<file path="config.mk">
export PLATFORM = sky130hd
export DESIGN_NAME = tdc_ctrl
export DESIGN_NICKNAME = d
export VERILOG_FILES = /design/src/tdc_pkg.sv /design/src/tdc_sync.sv /design/src/tdc_tick.sv /design/src/tdc_ctrl.sv
export VERILOG_INCLUDE_DIRS = /design/src
export SDC_FILE = /design/constraint.sdc
export NUM_CORES = 1
export LEC_CHECK = 0
export CAP_MARGIN = 15
export CORE_ASPECT_RATIO = 0.9
export CORE_MARGIN = 3
export CORE_UTILIZATION = 53
export CTS_BUF_LIST = sky130_fd_sc_hd__clkbuf_4 sky130_fd_sc_hd__clkbuf_8 sky130_fd_sc_hd__clkbuf_16
export DETAILED_ROUTE_END_ITERATION = 8
export DONT_BUFFER_PORTS = 1
export PLACE_DENSITY_LB_ADDON = 0.1
export SETUP_SLACK_MARGIN = 0.05
export SYNTH_ARGS = -nofsm -noshare
export SYNTH_HDL_FRONTEND = slang
export SYNTH_HIERARCHICAL = 1
export SYNTH_SLANG_ARGS = --single-unit
</file>
<file path="constraint.sdc">
create_clock -name i_ref_clk -period 3.7 [get_ports i_ref_clk]
set_input_delay 0.555 -clock i_ref_clk [delete_from_list [all_inputs] [get_ports i_ref_clk]]
set_output_delay 0.555 -clock i_ref_clk [all_outputs]
set_load 0.01 [all_outputs]
</file>
<file path="src/tdc_regs.svh">
// Timing counts and sizes for the theft deterrent controller
`ifndef TDC_REGS_SVH
`define TDC_REGS_SVH
// System clock period and one second, both in ns
`define TDC_CLK_PERIOD_NS 10
`define TDC_SECOND_NS 1000000000
// Clock cycles in one second, derived from the two figures above
`define TDC_TICK_CYCLES (`TDC_SECOND_NS / `TDC_CLK_PERIOD_NS)
// Warning length, relock wait and remote_alarm_request length in seconds
`define TDC_WARN_S 5'h1b
`define TDC_RELOCK_S 5'h1e
`define TDC_REMOTE_ALARM_REQUEST_S 5'h1b
// Lock output hold in seconds
`define TDC_LOCK_S 5'h01
// Steps of the confirm chirp: horn once, flasher twice
`define TDC_CHIRP_STEPS 3'h4
// Width of the second timers
`define TDC_SEC_W 5
// Number of door/hood/tailgate switches and of lock switches
`define TDC_NUM_DOORS 6
`define TDC_NUM_LOCKS 5
`endif

</file>
<file path="src/tdc_pkg.sv">
// Types shared by the theft deterrent controller files
`include "tdc_regs.svh"
package tdc_pkg;
  // Anti-theft mode
  typedef enum logic [2:0] {
    TDC_NORMAL,
    TDC_ARM_READY,
    TDC_ARMED,
    TDC_WARN,
    TDC_WARN_DONE,
    TDC_RELOCK_WAIT
  } tdc_state_t;

  // Vehicle switch levels, high = open / locked / present
  typedef struct packed {
    logic [`TDC_NUM_DOORS-1:0] door_open;
    logic [`TDC_NUM_LOCKS-1:0] lock_sw;
    logic key_in;
    logic ign_on;
    logic engine_run;
    logic restore_armed;
  } tdc_pins_t;

  // Remote key receiver lines, high while a button code is received
  typedef struct packed {
    logic lock;
    logic unlock;
    logic remote_alarm_request;
    logic light_request_a;
  } tdc_remote_t;
endpackage : tdc_pkg

</file>
<file path="src/tdc_sync.sv">
// Two flip-flop synchroniser for a bundle of pin levels
`timescale 1ns/100ps
module tdc_sync #(
  parameter int W = 1
) (
  input wire logic i_ref_clk,
  input wire logic i_rstn,
  input wire logic [W-1:0] i_d,
  output logic [W-1:0] o_q
);
  logic [W-1:0] meta_q; // First stage, read only by the second
  logic [W-1:0] sync_d;

  // Next value of the second stage
  always_comb
  begin
    sync_d = meta_q;
  end

  // Both stages clear to zero under reset
  always_ff @(posedge i_ref_clk or negedge i_rstn)
  begin
    if (!i_rstn)
    begin
      meta_q <= '0;
      o_q <= '0;
    end
    else
    begin
      meta_q <= i_d;
      o_q <= sync_d;
    end
  end
endmodule : tdc_sync

</file>
<file path="src/tdc_tick.sv">
// One-second enable pulse divided down from the system clock
`timescale 1ns/100ps
`include "tdc_regs.svh"
module tdc_tick #(
  parameter int TICK_CYCLES = `TDC_TICK_CYCLES
) (
  input wire logic i_ref_clk,
  input wire logic i_rstn,
  output logic o_tick
);
  localparam int CW = $clog2(TICK_CYCLES + 1);
  logic [CW-1:0] cnt_q; // Cycles within the current second
  logic [CW-1:0] cnt_d;
  logic tick_d;

  // Wrap at the end of each second and flag it
  always_comb
  begin
    tick_d = (cnt_q == CW'(TICK_CYCLES - 1));
    cnt_d = tick_d ? '0 : cnt_q + 1'b1;
  end

  // Counter and pulse registers
  always_ff @(posedge i_ref_clk or negedge i_rstn)
  begin
    if (!i_rstn)
    begin
      cnt_q <= '0;
      o_tick <= 1'b0;
    end
    else
    begin
      cnt_q <= cnt_d;
      o_tick <= tick_d;
    end
  end
endmodule : tdc_tick

</file>
<file path="src/tdc_ctrl.sv">
// Theft deterrent and remote_alarm_request alarm controller, top level
`timescale 1ns/100ps
`include "tdc_regs.svh"
// Operation
// - Any door switch open means doors open
// - Any lock switch locked means doors locked
// - Remote lock, no key, closed: arm, chirp
// - Remote lock while armed repeats the chirp
// - Remote lock, door open: lock, armed-ready
// - Armed-ready: key or unlock returns normal
// - Armed-ready: door closes, chirp and armed
// - Unlock then 30 s idle: relock and arm
// - Else only a non-unlock remote command in warning enters armed
// - Remote unlock or engine start leaves armed
// - Door open or forced unlock starts warning
// - Warning blinks horn, flasher 1 s, 27 s
// - Any remote command ends a warning
// - Ignition on cancels warning at once
// - Cancelled warning turns horn, flasher off
// - Restored armed state starts a warning
// - Remote_alarm_request request sounds horn 27 s
// - Any remote command stops remote_alarm_request
// - Remote_alarm_request request cancels a theft warning
// - Theft warning start stops remote_alarm_request
// - Remote_alarm_request allowed in listed states, mode kept
module tdc_ctrl #(
  parameter int TICK_CYCLES = `TDC_TICK_CYCLES
) (
  input wire logic i_ref_clk,
  input wire logic i_rstn,
  input wire tdc_pkg::tdc_pins_t i_pins,
  input wire tdc_pkg::tdc_remote_t i_remote,
  output logic o_lock,
  output logic o_horn,
  output logic o_hazard,
  output logic o_remote_alarm_request,
  output tdc_pkg::tdc_state_t o_state
);
  localparam int PW = $bits(tdc_pkg::tdc_pins_t);
  localparam int RW = $bits(tdc_pkg::tdc_remote_t);

  tdc_pkg::tdc_pins_t pins_s; // Synchronised switch levels
  tdc_pkg::tdc_remote_t rk_s; // Synchronised remote lines
  tdc_pkg::tdc_remote_t rk_prev_q; // Remote lines one cycle ago
  tdc_pkg::tdc_remote_t rk_evt; // Remote button press events
  logic tick; // One-second enable
  logic door_open; // Any door open
  logic door_prev_q;
  logic locked; // Any lock switch locked
  logic locked_prev_q;
  logic rk_any;
  logic live; // Start-up settled
  logic warn_start;

  tdc_pkg::tdc_state_t state_q, state_d; // Anti-theft mode
  logic [`TDC_SEC_W-1:0] st_sec_q, st_sec_d; // Warning / relock seconds
  logic [`TDC_SEC_W-1:0] pan_sec_q, pan_sec_d; // Remote_alarm_request seconds
  logic [`TDC_SEC_W-1:0] lock_sec_q, lock_sec_d; // Lock output hold
  logic [2:0] chirp_q, chirp_d; // Confirm chirp steps left
  logic [1:0] boot_q, boot_d; // Start-up countdown
  logic remote_alarm_request_q, remote_alarm_request_d;
  logic phase_q, phase_d; // Warning blink phase
  logic horn_d, hazard_d;

  // Pin synchronisers
  tdc_sync #(.W(PW)) u_pin_sync (
    .i_ref_clk(i_ref_clk),
    .i_rstn(i_rstn),
    .i_d(i_pins),
    .o_q(pins_s)
  );
  tdc_sync #(.W(RW)) u_rk_sync (
    .i_ref_clk(i_ref_clk),
    .i_rstn(i_rstn),
    .i_d(i_remote),
    .o_q(rk_s)
  );

  // Shared second timebase
  tdc_tick #(.TICK_CYCLES(TICK_CYCLES)) u_tick (
    .i_ref_clk(i_ref_clk),
    .i_rstn(i_rstn),
    .o_tick(tick)
  );

  // Start a chirp of horn once and flasher twice
  function automatic logic [2:0] chirp_start();
    chirp_start = `TDC_CHIRP_STEPS;
  endfunction : chirp_start

  // Door and lock summaries and remote press edges
  always_comb
  begin
    door_open = |pins_s.door_open;
    locked = |pins_s.lock_sw;
    live = (boot_q == 2'h0);
    rk_evt = live ? (rk_s & ~rk_prev_q) : '0;
    rk_any = |rk_evt;
  end

  // Mode, timers and remote_alarm_request next values
  always_comb
  begin
    state_d = state_q;
    st_sec_d = st_sec_q;
    pan_sec_d = pan_sec_q;
    lock_sec_d = lock_sec_q;
    chirp_d = chirp_q;
    remote_alarm_request_d = remote_alarm_request_q;
    phase_d = phase_q;
    boot_d = boot_q;
    // Time-driven countdowns
    if (tick)
    begin
      if (chirp_q != 3'h0)
        chirp_d = chirp_q - 3'h1;
      if (lock_sec_q != '0)
        lock_sec_d = lock_sec_q - 1'b1;
      if (st_sec_q != '0)
        st_sec_d = st_sec_q - 1'b1;
      if (pan_sec_q != '0)
        pan_sec_d = pan_sec_q - 1'b1;
      phase_d = ~phase_q;
    end
    if (!live)
    begin
      // Wait for the synchronisers, then check the stored mode
      boot_d = boot_q - 2'h1;
      if (boot_q == 2'h1 && pins_s.restore_armed)
      begin
        state_d = tdc_pkg::TDC_WARN;
        st_sec_d = `TDC_WARN_S;
        phase_d = 1'b1;
      end
    end
    else
    begin
      case (state_q)
        tdc_pkg::TDC_NORMAL, tdc_pkg::TDC_RELOCK_WAIT:
        begin
          if (rk_evt.lock && !pins_s.key_in)
          begin
            lock_sec_d = `TDC_LOCK_S;
            if (door_open)
              state_d = tdc_pkg::TDC_ARM_READY;
            else
            begin
              state_d = tdc_pkg::TDC_ARMED;
              chirp_d = chirp_start();
            end
          end
          else if (rk_evt.unlock)
          begin
            state_d = tdc_pkg::TDC_RELOCK_WAIT;
            st_sec_d = `TDC_RELOCK_S;
          end
          else if (state_q == tdc_pkg::TDC_RELOCK_WAIT)
          begin
            if (door_open || pins_s.key_in)
            begin
              state_d = tdc_pkg::TDC_NORMAL;
              st_sec_d = '0;
            end
            else if (tick && st_sec_q == `TDC_SEC_W'(1))
            begin
              state_d = tdc_pkg::TDC_ARMED;
              lock_sec_d = `TDC_LOCK_S;
              chirp_d = chirp_start();
            end
          end
        end
        tdc_pkg::TDC_ARM_READY:
        begin
          // Of the lock switches, only a locked-to-unlocked change drops arming, since the lock
          // actuator may not have moved the switches yet on entry
          if (pins_s.key_in || (locked_prev_q && !locked) || rk_evt.unlock)
            state_d = tdc_pkg::TDC_NORMAL;
          else if (!door_open)
          begin
            state_d = tdc_pkg::TDC_ARMED;
            chirp_d = chirp_start();
          end
        end
        tdc_pkg::TDC_ARMED:
        begin
          if (rk_evt.unlock)
          begin
            state_d = tdc_pkg::TDC_RELOCK_WAIT;
            st_sec_d = `TDC_RELOCK_S;
          end
          else if (pins_s.engine_run)
            state_d = tdc_pkg::TDC_NORMAL;
          // Opening edge only: a door left open after a cancelled warning
          // must not restart the warning at once
          else if ((door_open && !door_prev_q) || (locked_prev_q && !locked))
          begin
            state_d = tdc_pkg::TDC_WARN;
            st_sec_d = `TDC_WARN_S;
            phase_d = 1'b1;
          end
          else if (rk_evt.lock)
            chirp_d = chirp_start();
        end
        tdc_pkg::TDC_WARN:
        begin
          if (pins_s.ign_on)
          begin
            state_d = tdc_pkg::TDC_NORMAL;
            st_sec_d = '0;
          end
          else if (rk_evt.unlock)
          begin
            state_d = tdc_pkg::TDC_RELOCK_WAIT;
            st_sec_d = `TDC_RELOCK_S;
          end
          else if (rk_any)
          begin
            state_d = tdc_pkg::TDC_ARMED;
            st_sec_d = '0;
          end
          else if (tick && st_sec_q == `TDC_SEC_W'(1))
            state_d = tdc_pkg::TDC_WARN_DONE;
        end
        tdc_pkg::TDC_WARN_DONE:
        begin
          if (rk_evt.unlock)
          begin
            state_d = tdc_pkg::TDC_RELOCK_WAIT;
            st_sec_d = `TDC_RELOCK_S;
          end
          else if (pins_s.engine_run)
            state_d = tdc_pkg::TDC_NORMAL;
          else if (door_open && !door_prev_q)
          begin
            state_d = tdc_pkg::TDC_WARN;
            st_sec_d = `TDC_WARN_S;
            phase_d = 1'b1;
          end
        end
        default:
          state_d = tdc_pkg::TDC_NORMAL;
      endcase
    end
    // Remote_alarm_request alarm runs beside the anti-theft mode
    warn_start = (state_d == tdc_pkg::TDC_WARN) && (state_q != tdc_pkg::TDC_WARN);
    if (warn_start)
      chirp_d = 3'h0;
    if (remote_alarm_request_q)
    begin
      if (rk_any || warn_start)
      begin
        remote_alarm_request_d = 1'b0;
        pan_sec_d = '0;
      end
      else if (tick && pan_sec_q == `TDC_SEC_W'(1))
        remote_alarm_request_d = 1'b0;
    end
    else if (rk_evt.remote_alarm_request && !warn_start
             && (state_q == tdc_pkg::TDC_ARM_READY || state_q == tdc_pkg::TDC_ARMED
                 || state_q == tdc_pkg::TDC_WARN_DONE
                 || state_q == tdc_pkg::TDC_RELOCK_WAIT))
    begin
      remote_alarm_request_d = 1'b1;
      pan_sec_d = `TDC_REMOTE_ALARM_REQUEST_S;
    end
    // Output drive: leaving the warning drops its blink at once
    horn_d = (chirp_d == `TDC_CHIRP_STEPS) || remote_alarm_request_d
             || ((state_d == tdc_pkg::TDC_WARN) && phase_d);
    hazard_d = (chirp_d != 3'h0 && !chirp_d[0])
               || ((state_d == tdc_pkg::TDC_WARN) && phase_d);
  end

  // Registers of the controller and its outputs
  always_ff @(posedge i_ref_clk or negedge i_rstn)
  begin
    if (!i_rstn)
    begin
      state_q <= tdc_pkg::TDC_NORMAL;
      st_sec_q <= '0;
      pan_sec_q <= '0;
      lock_sec_q <= '0;
      chirp_q <= 3'h0;
      remote_alarm_request_q <= 1'b0;
      phase_q <= 1'b0;
      boot_q <= 2'h3;
      rk_prev_q <= '0;
      door_prev_q <= 1'b0;
      locked_prev_q <= 1'b0;
      o_lock <= 1'b0;
      o_horn <= 1'b0;
      o_hazard <= 1'b0;
      o_remote_alarm_request <= 1'b0;
      o_state <= tdc_pkg::TDC_NORMAL;
    end
    else
    begin
      state_q <= state_d;
      st_sec_q <= st_sec_d;
      pan_sec_q <= pan_sec_d;
      lock_sec_q <= lock_sec_d;
      chirp_q <= chirp_d;
      remote_alarm_request_q <= remote_alarm_request_d;
      phase_q <= phase_d;
      boot_q <= boot_d;
      rk_prev_q <= rk_s;
      door_prev_q <= door_open;
      locked_prev_q <= locked;
      o_lock <= (lock_sec_d != '0);
      o_horn <= horn_d;
      o_hazard <= hazard_d;
      o_remote_alarm_request <= remote_alarm_request_d;
      o_state <= state_d;
    end
  end
endmodule : tdc_ctrl

</file>
==> results of run 1 <==
per-stage QoR:
step / area [sq um] / utilization [%]
after global routing: 5209 / 59.40
final: 5209 / 59.40
after floorplan: 4868 / -
after CTS: 5199 / 59.29
after detailed placement: 4956 / 56.52
after global placement: 4956 / 56.52
final cells by class:
| cell class | count | area (sq um) | share of cell area [%] |
|---|---|---|---|
| tap | 119 | 148.9 | 2.859 |
| timing repair buffer | 4 | 52.55 | 1.009 |
| multi-input combinational | 334 | 2202 | 42.28 |
| clock inverter | 7 | 91.34 | 1.754 |
| sequential | 100 | 2505 | 48.09 |
| clock buffer | 9 | 123.9 | 2.378 |
| inverter | 22 | 85.08 | 1.633 |
worst max-delay path, delay by kind of cell (launching register included):
| kind | cells | cell delay, ps |
|---|---|---|
| adder cells (fa/ha/maj) | 1 | 490 |
| AO/OA/AOI/OAI | 4 | 1000 |
| buffers and inverters | 1 | 90 |
| flip-flops | 1 | 380 |
| AND/OR/NAND/NOR | 2 | 840 |
cells in the final DEF (no fill, tap or decap), drive strengths merged, types with 3 or more instances in the layout:
cell,n
clkbuf,9
nand2b,4
xnor2,17
nand4bb,3
nor4b,4
dfrtp,98
nor2b,5
inv,25
nand3b,4
nor4,7
buf,3
or2,4
ha,11
nor3b,3
o22ai,7
and3,5
clkinv,4
nor3,16
nand4,12
xor2,13
a21oi,26
nand3,21
o21ai,23
nand2,46
a211oi,6
o221ai,4
nor2,43
a311oi,3
o31ai,5
a31oi,4
and2,4
registers in the layout, summed over array words and instances, names as in the netlist, 3 cells and up:
signal and count:
u_tick/cnt_q 27, u_pin_sync/meta_q 15, u_pin_sync/o_q 15, lock_sec_q 5, pan_sec_q 5, st_sec_q 5
rk_prev_q 4, u_rk_sync/meta_q 4, u_rk_sync/o_q 4, chirp_q 3, state_q 3
power breakdown:
part           leakage, uW  internal [uW]  switching, uW
logic             0.000852            198            267
registers          0.00123           1190            143
clock network     0.000106            277            427
per-layer routing:
metal / share of wire [%] / track usage (%) / wire (um) / up-vias
met5: 0 / 0 / 0 / -
met4: 2.0 / 6.490 / 194 / 0
met3: 6.7 / 5.337 / 641 / 15
met2: 44 / 28.38 / 4209 / 122
met1: 47 / 28.17 / 4525 / 1663
li1: - / - / - / 1678
kinds of logic after synthesis:
family                   Yosys count  synth area share (%)
buffers and inverters             34                 3.315
flip-flops                       100                 51.45
XOR/XNOR                          30                 5.551
adder cells (fa/ha/maj)           11                 2.827
AND/OR/NAND/NOR                  194                 22.51
AO/OA/AOI/OAI                     96                 13.70
multiplexers                       3                0.6425
path summary, 6_finish.rpt:
| path | from | endpoint | slack [ps] | cells after the start |
|---|---|---|---|---|
| max in group asynchronous | i_rstn | boot_q[1]$_DFFE_PN1N_ | 3020 | 1 |
| min in group i_ref_clk | i_pins[9] | u_pin_sync/meta_q[9]$_DFF_PN0_ | 210 | 0 |
| worst max-delay path | boot_q[1]$_DFFE_PN1N_ | o_horn$_DFF_PN0_ | 790 | 8 |
| worst min-delay path | i_rstn | door_prev_q$_DFF_PN0_ | 60 | 1 |
| worst max register to register | boot_q[1]$_DFFE_PN1N_ | o_horn$_DFF_PN0_ | 790 | 8 |
| worst min register to register | u_pin_sync/meta_q[10]$_DFF_PN0_ | u_pin_sync/o_q[10]$_DFF_PN0_ | 350 | 0 |
==> flow_results.org, run 1 <==
** Run status
- Status :: complete, no violations

** Floorplan
- Die X-Extent :: 107.0 um
- The floorplan has 32 rows.
- The die covers around 10000 sq um.
- Pin placement for this block handled 28 I/O pins.
- Initial Util :: between 50% and 60%
- The floorplan step defined a core boundary enclosing 8768 sq um.
- Y dimension of the die :: 96.93 um

** Drt
- Total vias in the final route :: 3478
- DRT Wirelength :: 9.571 mm
- Post-detailed-route DRC marker count :: 0
- The detail route stage leaves a number of antenna-violating nets equal to 0.
- Pre-Repair DR Iteration Count :: 5
- In the final routed layout, each cell accounts on average for 16.09 um.
- Using the TritonRoute via totals, the vias-per-cell ratio works out to 5.845.
- The detailed router finished its first iteration with 218 violations.

** GRT
- Pin count of the biggest net entering global routing :: 99
- Initial antenna violation count :: 0
- Global routing consumed, over all layers together, 19.46% of the routing resources.
- The via count of the first global-routing pass came to 3413.
- Total grt overflow :: 0
- The first global-routing pass estimated 16.38 mm of wire.

** Pwr
- PwrDens :: around 480 nW/um^2
- For this design the static power due to leakage is 0.002191 uW.
- Across the VDD grid, the largest voltage drop is 0.0003417 V.
- Overall power of the completed layout :: 2502 uW

** Synth
- Synthesized area :: 4868 sq um
- In the post-synthesis netlist, the cell with the most instances is sky130_fd_sc_hd__dfrtp_1.
- The Yosys step of the flow raised 6 warnings.
- Most frequently used flop master after synthesis :: sky130_fd_sc_hd__dfrtp_1
- Count of unique library cells instantiated by Yosys :: 81
- Cell count after synthesis :: 468
- Post-synth EDFFs :: 0
- For this run, the register share of the synthesized area comes to 51.45%.
- Area fraction of the dominant cell type after synthesis :: 50.37%
- Summed over all instances, the cell type with the most area after synthesis is sky130_fd_sc_hd__dfrtp_1.
- For this run, asynchronously set or reset flops after synthesis account for 100.0%.
- Number of synthesized register bits :: 100
- Mean area per synthesized cell :: ~10 sq um
- Syn Nets :: 500
- Top area cells in the synthesized netlist :: sky130_fd_sc_hd__dfrtp_1 (50%), sky130_fd_sc_hd__nand2_1 (3.5%), sky130_fd_sc_hd__nor2_1 (3.2%), sky130_fd_sc_hd__xnor2_1 (2.9%), sky130_fd_sc_hd__ha_1 (2.8%)
- Leading post-synthesis cells by instance count :: sky130_fd_sc_hd__dfrtp_1 (98), sky130_fd_sc_hd__nand2_1 (46), sky130_fd_sc_hd__nor2_1 (42), sky130_fd_sc_hd__a21oi_1 (25), sky130_fd_sc_hd__inv_1 (21)

** Layout
- Share of cells above drive strength 1 :: 10.50%
- Post-layout nets :: 503
- Relative to the synthesized area, the layout overhead comes to 6.991%.
- Total inserted antenna cells :: 0
- Number of cells in the finished layout apart from fillers :: 595
- Fill cells in the final layout number 714.

** STA
- Final hold slack :: 62.24 ps
- The final max-slew violation count is 0.
- Final worst path period need :: 2912 ps
- Final number of setup-violating endpoints :: 0
- The final hold violation count was 0.
- Setup repair after global routing left no endpoint under its margin.
- Final worst path period share :: 78.69%
- Tightest slew margin relative to the limit :: 43.70%
- Worst Slack Setup Final :: 788.3 ps
- Final setup skew :: 12.49 ps
- Summed over all failing endpoints, the final setup total negative slack is 0 ps.
- Fmax :: 343.4 MHz
- Transition time at the pin with the least slew margin :: 841.4 ps

** Clocking
- Number of H-tree levels :: 3
- In this run, CTS created clock tree buffers numbering 9.
- Post-CTS repair changed the size of 0 cells.
- The root buffer cell chosen for the clock tree is sky130_fd_sc_hd__clkbuf_8.
- The number of setup buffers added after CTS is 0.
- Skew-Pair Late Insertion Delay :: 360 ps
- Cts hold-fix bufs :: 1
- Clock tree from TritonCTS :: done
- After clock tree synthesis, the clock-pin slew on the worst setup and hold paths is 110 ps.
- The clock net in this run drives a total of 100 sinks.
- CTS Buffer Depth :: 2

** Setup path
- Startpoint class of the critical path :: register
- The largest single stage delay on the critical path is roughly 570 ps.
- At the worst endpoint, the required time is 3920 ps.
- Cells along the critical path :: inv_1, ha_1, and4bb_2, a211oi_1, o21ai_0, o211ai_4, nor3b_2, o221ai_1
- Largest fanout of any net on the critical path :: 14
- Kind of end point of the critical path :: register
- Setup CP Type :: register to register
- Among all stages on the critical path, the largest delay is contributed by sky130_fd_sc_hd__o21ai_0.
- At the worst endpoint, the arrival time is 3130 ps.

** Place
- Routability-driven placement finished with a final weighted congestion of 0.9740.
- Detailed placement finished with a half-perimeter wire length of 6.777 mm.
- The count of buffers added on input and output ports is 0.
- Once placement completed, the tool counted placed cells totaling 577.
- At the placement stage, the worst setup path has a slack of 805.5 ps.

** Job
- Max-cap violations in this run came to 0.

** Min path
- The min-delay analysis places its worst path in the category primary input to async pin.
Power figures use the tool's default switching activity.
==> run 2, diff against run 1 <==
==> constraint.sdc (replaced) <==
create_clock -name i_ref_clk -period 2.8 [get_ports i_ref_clk]
set_input_delay 0.42 -clock i_ref_clk [delete_from_list [all_inputs] [get_ports i_ref_clk]]
set_output_delay 0.42 -clock i_ref_clk [all_outputs]
set_load 0.01 [all_outputs]
==> run 2 against run 1 <==
Worst hold slack better by 5.0 ps. Global-route usage grew 1.0 points. Combinational power increased by 57%. Critical endpoint unchanged. Final area rose by 1.6%. Clock power up 25%. Via count increased by 2.1%. Non-clock buffer count increased by 11. Die area is the same. Largest power group unchanged. Utilization increased by 0.97 points. Register-to-register slack worse by 480 ps. Final cell count rose by 1.8%.
==> flow_results.org, run 2 (synthesis gave the netlist of run 1 again) <==
** Clocking
- The root buffer cell chosen for the clock tree is sky130_fd_sc_hd__clkbuf_8.
- Skew-Pair Late Insertion Delay :: 370 ps (about the same)
- The TritonCTS sink count came to 100 (unchanged).
- The total number of H-tree levels came to 3 (unchanged).
- The clock tree buffer depth was 2 (unchanged).
- Clock tree from TritonCTS :: done
- Clock-pin slew reported for the worst setup and hold paths after clock tree synthesis :: 100 ps (about the same)
- The number of buffers added by the clock tree synthesis step came to 9 (unchanged).

** STA
- Fmax :: 402.1 MHz (+17%)
- The largest clock skew in the final design came to 8.020 ps (-4.467 ps).
- Setup repair after global routing left no endpoint under its margin.
- The final setup violation count was 0 (unchanged).
- Setup TNS Final :: 0 ps (unchanged)
- The max-slew headroom at the worst pin is 58.45% (+15 points).
- The fraction of the cycle the final worst path needs is 88.82% (+10 points).
- Final-report hold violation count :: 0 (unchanged)
- Max-slew violation count :: 0 (unchanged)
- The worst-case hold slack came to 67.20 ps (+4.961 ps).
- The shortest period the worst path allows is 2487 ps (-424.7 ps).
- The transition time of the tightest slew-check pin was 616.5 ps (-224.9 ps).

** Drt
- DR WL/cell :: 16.39 um (+1.9%)
- The final antenna-violating net count is 0 (unchanged).
- The first-iteration detailed-routing DRC count is 248 (+14%).
- The count of vias placed by the detailed router came to 3550 (+2.1%).
- The number of detailed-routing iterations run before antenna repair was 7 (+2).
- The DRC violation count after routing is 0 (unchanged).
- Number of vias per cell after detailed routing :: 5.858 (+0.22%)
- The final routed wirelength across all metal layers was 9.932 mm (+3.8%).

** GRT
- The via count of the first global-routing pass came to 3479 (+1.9%).
- The initial antenna violation count was 0 (unchanged).
- Pin count of the biggest net entering global routing :: 101 (+2.0%)
- Global-route wire length before repair :: 17.04 mm (+4.0%)
- Total grt overflow :: 0 (unchanged)
- The global-route usage over all layers was 20.47% (+1.0 points).

** Pwr
- Sw Share :: 33.28% (-0.17 points)
- The maximum ir drop on the vdd rail was 0.0004489 V (+31%).
- Internal power summed over all cells :: 2232 uW (+34%)
- Leakage dissipation :: 0.002242 uW (+2.3%)
- The portion of total power attributed to combinational logic was 21.8% (+3.2 points).
- The total power divided by cell area is 632.0 nW/um^2 (+32%).
- The fraction of power consumed by sequential logic is 51.8% (-1.5 points).
- The share of total power in the clock network was 26.4% (-1.7 points).
- Net Switching :: 1113 uW (+33%)

** Place
- The routability congestion estimate from global placement was 0.9714 (-0.27%).
- The placement-stage cell area is 5039 sq um (+1.7%).
- The number of I/O port buffers is 0 (unchanged).
- The placed wire-length estimate is 7.217 mm (+6.5%).

** Floorplan
- The placeable core region came to 8768 sq um (unchanged).
- The initial core utilization is 55.52% (unchanged).
- Area of the die :: 10370 sq um (unchanged)
- Count of standard-cell rows :: 32 (unchanged)
- The die width came to 107.0 um (unchanged).
- Y dimension of the die :: 96.93 um (unchanged)
- The I/O pin count is 28 (unchanged).

** Layout
- Compared with the post-synthesis result, the final layout area differs by 8.738%.
- The filler cell count was 710 (-0.56%).
- Commonest non-fill, non-tap cells in the layout :: sky130_fd_sc_hd__dfrtp_1 (98), sky130_fd_sc_hd__nand2_1 (46), sky130_fd_sc_hd__nor2_1 (42), sky130_fd_sc_hd__a21oi_1 (25), sky130_fd_sc_hd__inv_1 (21)
- The total inserted antenna cells is 0 (unchanged).
- Total area of multi-input combinational cells :: 2226 sq um (+1.1%)
- More flip-flops sit in one register than any other, and that register is u_tick/cnt_q.
- Most common cell after layout, fill and taps aside :: sky130_fd_sc_hd__dfrtp_1
- Core utilization of the finished layout :: 60.37% (+0.97 points)
- Flip-flop and latch area :: 2505 sq um (unchanged)
- Share of cells above drive strength 1 :: 12.94% (+2.4 points)
- The number of nets in the finished design was 514 (+2.2%).
- Number of flip-flops under the largest register name :: 27 (unchanged)
- The final design area excluding fillers came to 5294 sq um (+1.6%).
- Largest registers :: u_tick/cnt_q x27, u_pin_sync/meta_q x15, u_pin_sync/o_q x15

** Setup path
- STA classifies the critical path startpoint as a register.
- Depth of the most critical reg-to-reg path :: 9 (+1)
- Worst setup path start :: boot_q[0]$_DFFE_PN1N_
- The maximum fanout encountered on the critical timing path is 9 (-5).
- Timing endpoint of the critical path :: o_horn$_DFF_PN0_
- The endpoint arrival time on the critical path is 2720 ps (-410 ps).
- In this run the critical register-to-register path is launched from boot_q[0]$_DFFE_PN1N_.
- The worst-case register-to-register setup slack was 310 ps (-480 ps).
- The worst setup path is of the register to register kind.
- Worst r2r dst :: o_horn$_DFF_PN0_
- The worst setup path is captured at a register.
- The required time at the endpoint of the critical path was 3040 ps (-880 ps).

** Run status
- Status :: complete, no violations

** Min path
- The path class of the tightest hold or removal check is primary input to register.

** Job
- Maximum capacitance violations :: 0 (unchanged)
## run 2: stage by stage
step                      instances  power, uW  setup slack [ps]
after floorplan                 468       2234             634.8
after global placement          588       2431             276.2
after detailed placement        588       2434             151.3
after CTS                       606       3376             129.8
after global routing            606       3538             63.77
final                           606       3346             313.0
## run 2: worst min path at each step
stage	endpoint	from	cells after the start
2_1_floorplan	chirp_q[0]$_DFF_PN0_	i_rstn	0
3_3_place_gp	u_pin_sync/o_q[1]$_DFF_PN0_	i_rstn	0
3_5_place_dp	u_pin_sync/o_q[1]$_DFF_PN0_	i_rstn	0
4_1_cts	u_pin_sync/meta_q[7]$_DFF_PN0_	i_pins[7]	0
5_1_grt	u_pin_sync/meta_q[7]$_DFF_PN0_	i_pins[7]	0
6_report	u_pin_sync/meta_q[0]$_DFF_PN0_	i_pins[0]	0
## run 2: worst max-delay path, cell delays in order (launching register included)
cell,delay [ps]
sky130_fd_sc_hd__dfstp_2,560
sky130_fd_sc_hd__inv_1,40
sky130_fd_sc_hd__ha_1,300
sky130_fd_sc_hd__nand4bb_2,210
sky130_fd_sc_hd__nand2_1,130
sky130_fd_sc_hd__a311oi_1,280
sky130_fd_sc_hd__o211ai_1,180
sky130_fd_sc_hd__o22ai_2,310
sky130_fd_sc_hd__or2_2,210
sky130_fd_sc_hd__o221ai_1,130
## run 2: power groups by stage
| stage | Sequential, uW | Clock, uW | Combinational (uW) |
|---|---|---|---|
| floorplan | 1710 | 0 | 526 |
| global placement | 1760 | 0 | 674 |
| detailed placement | 1760 | 0 | 673 |
| CTS | 1730 | 930 | 713 |
| global route | 1750 | 978 | 810 |
| finish | 1730 | 883 | 729 |
## run 2: final cells by class
type	count	share of cell area, %
inverter	22	1.607
clock inverter	7	1.324
sequential	100	47.32
tap	119	2.813
multi-input combinational	334	42.05
clock buffer	9	2.340
timing repair buffer	15	2.553
## run 2: repair_timing
item                                    CTS  global route
setup buffers                             0             0
endpoints found under the setup margin    0            11
hold buffers                              2             0
hold endpoints to repair                100             0
gates resized for setup                   0             4
## run 2: routing by layer
layer  global-route usage, %  wire length (um)  vias up
li1                        -                 -     1707
met1                   30.30              4649     1715
met2                   30.21              4501      116
met3                   4.603               622       12
met4                   5.998               159        0
met5                       0                 0        -
==> run 3, diff against run 2 <==
--- a/config.mk
+++ b/config.mk
@@ -7,7 +7,7 @@
 export NUM_CORES = 1
 export LEC_CHECK = 0
 export CAP_MARGIN = 15
-export CORE_ASPECT_RATIO = 0.9
+export CORE_ASPECT_RATIO = 0.7
 export CORE_MARGIN = 3
 export CORE_UTILIZATION = 53
 export CTS_BUF_LIST = sky130_fd_sc_hd__clkbuf_4 sky130_fd_sc_hd__clkbuf_8 sky130_fd_sc_hd__clkbuf_16
==> run 3 against run 2 <==
The run now ends with negative hold slack left. Final cell count down 0.33%. Critical path depth down 2. Clock-buffer cell count up 1. Sequential power about the same. Utilization up 1.6 points. Worst hold slack worse by 310 ps. Sequential share of layout area down 0.78 points.
==> flow_results.org, run 3 (synthesis gave the netlist of run 1 again) <==
** Run status
- Status :: finished, violations left
- The final reports fail on negative hold slack.

** Place
- The placed wire-length estimate was 7.439 mm (+3.1%).
- The routability congestion estimate from global placement was 0.9536 (-1.8%).
- Count of buffers from port buffering :: 0 (unchanged)

** GRT
- Total grt overflow :: 0 (unchanged)
- Global-route wire length before repair :: 17.21 mm (+1.0%)
- The global-route usage over all layers was 21.10% (+0.63 points).
- The initial antenna violation count came to 0 (unchanged).
- The via count of the first global-routing pass was 3402 (-2.2%).
- The largest net degree at the start of global routing was 101 (unchanged).

** Job
- Maximum capacitance violations :: 0 (unchanged)

** Clocking
- Number of H-tree levels :: 3 (unchanged)
- Clock root buffer :: sky130_fd_sc_hd__clkbuf_16
- The clock tree buffer depth was 2 (unchanged).
- The number of buffers inserted by post-CTS setup repair is 0 (unchanged).
- Clock tree from TritonCTS :: done
- Skew-Pair Late Insertion Delay :: 350 ps (-20 ps)
- The number of buffers added by the clock tree synthesis step was 9 (unchanged).
- CTS Sinks :: 100 (unchanged)
- The clock-pin slew reported for the worst setup and hold paths after clock tree synthesis is 70 ps (-30 ps).

** Drt
- Post-detailed-route DRC marker count :: 0 (unchanged)
- DR WL/cell :: 16.98 um (+3.6%)
- Number of vias per cell after detailed routing :: 5.939 (+1.4%)
- Pre-Repair DR Iteration Count :: 5 (-2)
- Post-detailed-route count of antenna-violating nets :: 0 (unchanged)
- Total vias in the final route :: 3587 (+1.0%)
- DRT Wirelength :: 10.26 mm (+3.3%)
- The first-iteration detailed-routing DRC count was 344 (+39%).

** STA
- Final setup skew :: 7.608 ps (-0.4125 ps)
- The final max-slew violation count came to 0 (unchanged).
- Transition time at the pin with the least slew margin :: 685.1 ps (+68.53 ps)
- The highest clock frequency the design can meet is 382.8 MHz (-4.8%).
- Setup repair after global routing missed its margin :: false
- The final hold violation count is 100 (+100).
- The max-slew headroom at the worst pin was 53.98% (-4.5 points).
- The fraction of the cycle the final worst path needs came to 93.29% (+4.5 points).
- Final hold slack :: -240.9 ps (-308.1 ps)
- Final number of setup-violating endpoints :: 0 (unchanged)
- Final worst path period need :: 2612 ps (+125.2 ps)
- Setup TNS Final :: 0 ps (unchanged)

** Floorplan
- Count of standard-cell rows :: 28 (-13%)
- Y dimension of the die :: 86.19 um (-11%)
- The initial core utilization came to 56.03% (+0.51 points).
- Core Box Area :: 8688 sq um (-0.91%)
- Number of top-level pins :: 28 (unchanged)
- The floorplan die area was 10390 sq um (+0.16%).
- Die X-Extent :: 120.6 um (+13%)

** Pwr
- Clock power share :: 33.8% (+7.4 points)
- Sequential cell fraction of total power :: 47.7% (-4.1 points)
- Internal power summed over all cells :: 2528 uW (+13%)
- The total power divided by cell area is 677.3 nW/um^2 (+7.2%).
- Share of total power in combinational logic :: 18.5% (-3.3 points)
- Net Switching :: 1118 uW (+0.38%)
- Sw Share :: 30.66% (-2.6 points)
- Peak ir drop on the vdd network :: 0.0005759 V (+28%)
- The static leakage was 0.002275 uW (+1.4%).

** Layout
- The flip-flop count of the largest register after layout came to 27 (unchanged).
- The fraction of final layout cells with drive strength greater than 1 came to 13.02% (+0.080 points).
- The total inserted antenna cells came to 0 (unchanged).
- The area growth from synthesis to layout is 10.56%.
- Commonest non-fill, non-tap cells in the layout :: sky130_fd_sc_hd__dfrtp_1 (98), sky130_fd_sc_hd__nand2_1 (46), sky130_fd_sc_hd__nor2_1 (42), sky130_fd_sc_hd__a21oi_1 (25), sky130_fd_sc_hd__inv_1 (21)
- Post-layout nets :: 511 (-0.58%)
- The filler cell count is 722 (+1.7%).
- Leaving out fill and tap cells, the most frequent cell in the layout is sky130_fd_sc_hd__dfrtp_1.
- Largest registers :: u_tick/cnt_q x27, u_pin_sync/meta_q x15, u_pin_sync/o_q x15
- Register name with the most flops :: u_tick/cnt_q

** Setup path
- Startpoint class of the critical path :: register
- Largest fanout of any net on the critical path :: 12 (+3)
- Worst path required time :: 3000 ps (-40 ps)
- Setup CP Type :: register to register
- The worst setup path is captured at a register.
- The endpoint arrival time on the critical path was 2810 ps (+90 ps).

** Min path
- The tightest min-delay check is of the primary input to async pin type.
## run 3: critical path, cell delays in order (launching register included)
cell and delay (ps):
sky130_fd_sc_hd__dfrtp_1 670, sky130_fd_sc_hd__inv_1 260, sky130_fd_sc_hd__nor4_1 440, sky130_fd_sc_hd__nand2_1 100
sky130_fd_sc_hd__a31oi_1 230, sky130_fd_sc_hd__o22ai_2 200, sky130_fd_sc_hd__nor3b_4 380, sky130_fd_sc_hd__o221ai_1 170
## run 3: path summary, 6_finish.rpt
kind / from / end / slack (ps) / depth (start not counted)
worst max-delay path: state_q[2]$_DFF_PN0_ / o_horn$_DFF_PN0_ / 190 / 7
worst min-delay path: i_rstn / u_tick/cnt_q[16]$_DFF_PN0_ / -240 / 0
worst max register to register: state_q[2]$_DFF_PN0_ / o_horn$_DFF_PN0_ / 190 / 7
worst min register to register: u_rk_sync/meta_q[1]$_DFF_PN0_ / u_rk_sync/o_q[1]$_DFF_PN0_ / 350 / 0
max in group asynchronous: i_rstn / boot_q[1]$_DFFE_PN1N_ / 2820 / 0
min in group i_ref_clk: i_pins[0] / u_pin_sync/meta_q[0]$_DFF_PN0_ / 100 / 0
## run 3: what timing repair did
| action | 4_1_cts | 5_1_grt |
|---|---|---|
| resized for setup | 0 | 6 |
| hold endpoints to repair | 100 | 100 |
| setup endpoints to repair | 0 | 11 |
## run 3: routing by layer
layer  vias to the layer above  part of all wire [%]  track usage [%]
met4                         0                   2.0            7.099
met2                       140                    40            29.09
met5                         -                     0                0
met1                      1726                    51            32.67
met3                        17                   6.9            5.023
li1                       1704                     -                -
## run 3: power by group through the flow
stage          Clock (uW)  Combinational (uW)  Sequential [uW]
2_1_floorplan           0                 526             1710
3_3_place_gp            0                 646             1760
3_5_place_dp            0                 648             1770
4_1_cts              1260                 652             1740
5_1_grt              1320                 749             1760
6_report             1230                 674             1740
## run 3: layout make-up
| type | instances | area (sq um) | share of cell area [%] |
|---|---|---|---|
| inverters | 22 | 85.08 | 1.581 |
| flip-flops and latches | 100 | 2505 | 46.54 |
| clock buffers | 10 | 239.0 | 4.440 |
| repair buffers | 12 | 102.6 | 1.906 |
| clock inverters | 6 | 66.31 | 1.232 |
| well taps | 120 | 150.1 | 2.789 |
| multi-input cells | 334 | 2235 | 41.52 |
## run 3: through the flow
step                      instances  setup slack, ps  util, %  cell area [sq um]  total power, uW
after floorplan                 468            634.8        -               4868             2234
after detailed placement        588            133.1    58.06               5045             2417
final                           604            187.8    61.95               5383             3646
after global routing            604            51.98    61.95               5383             3838
after global placement          588            235.0    58.06               5045             2410
after CTS                       604            108.0    61.58               5350             3657
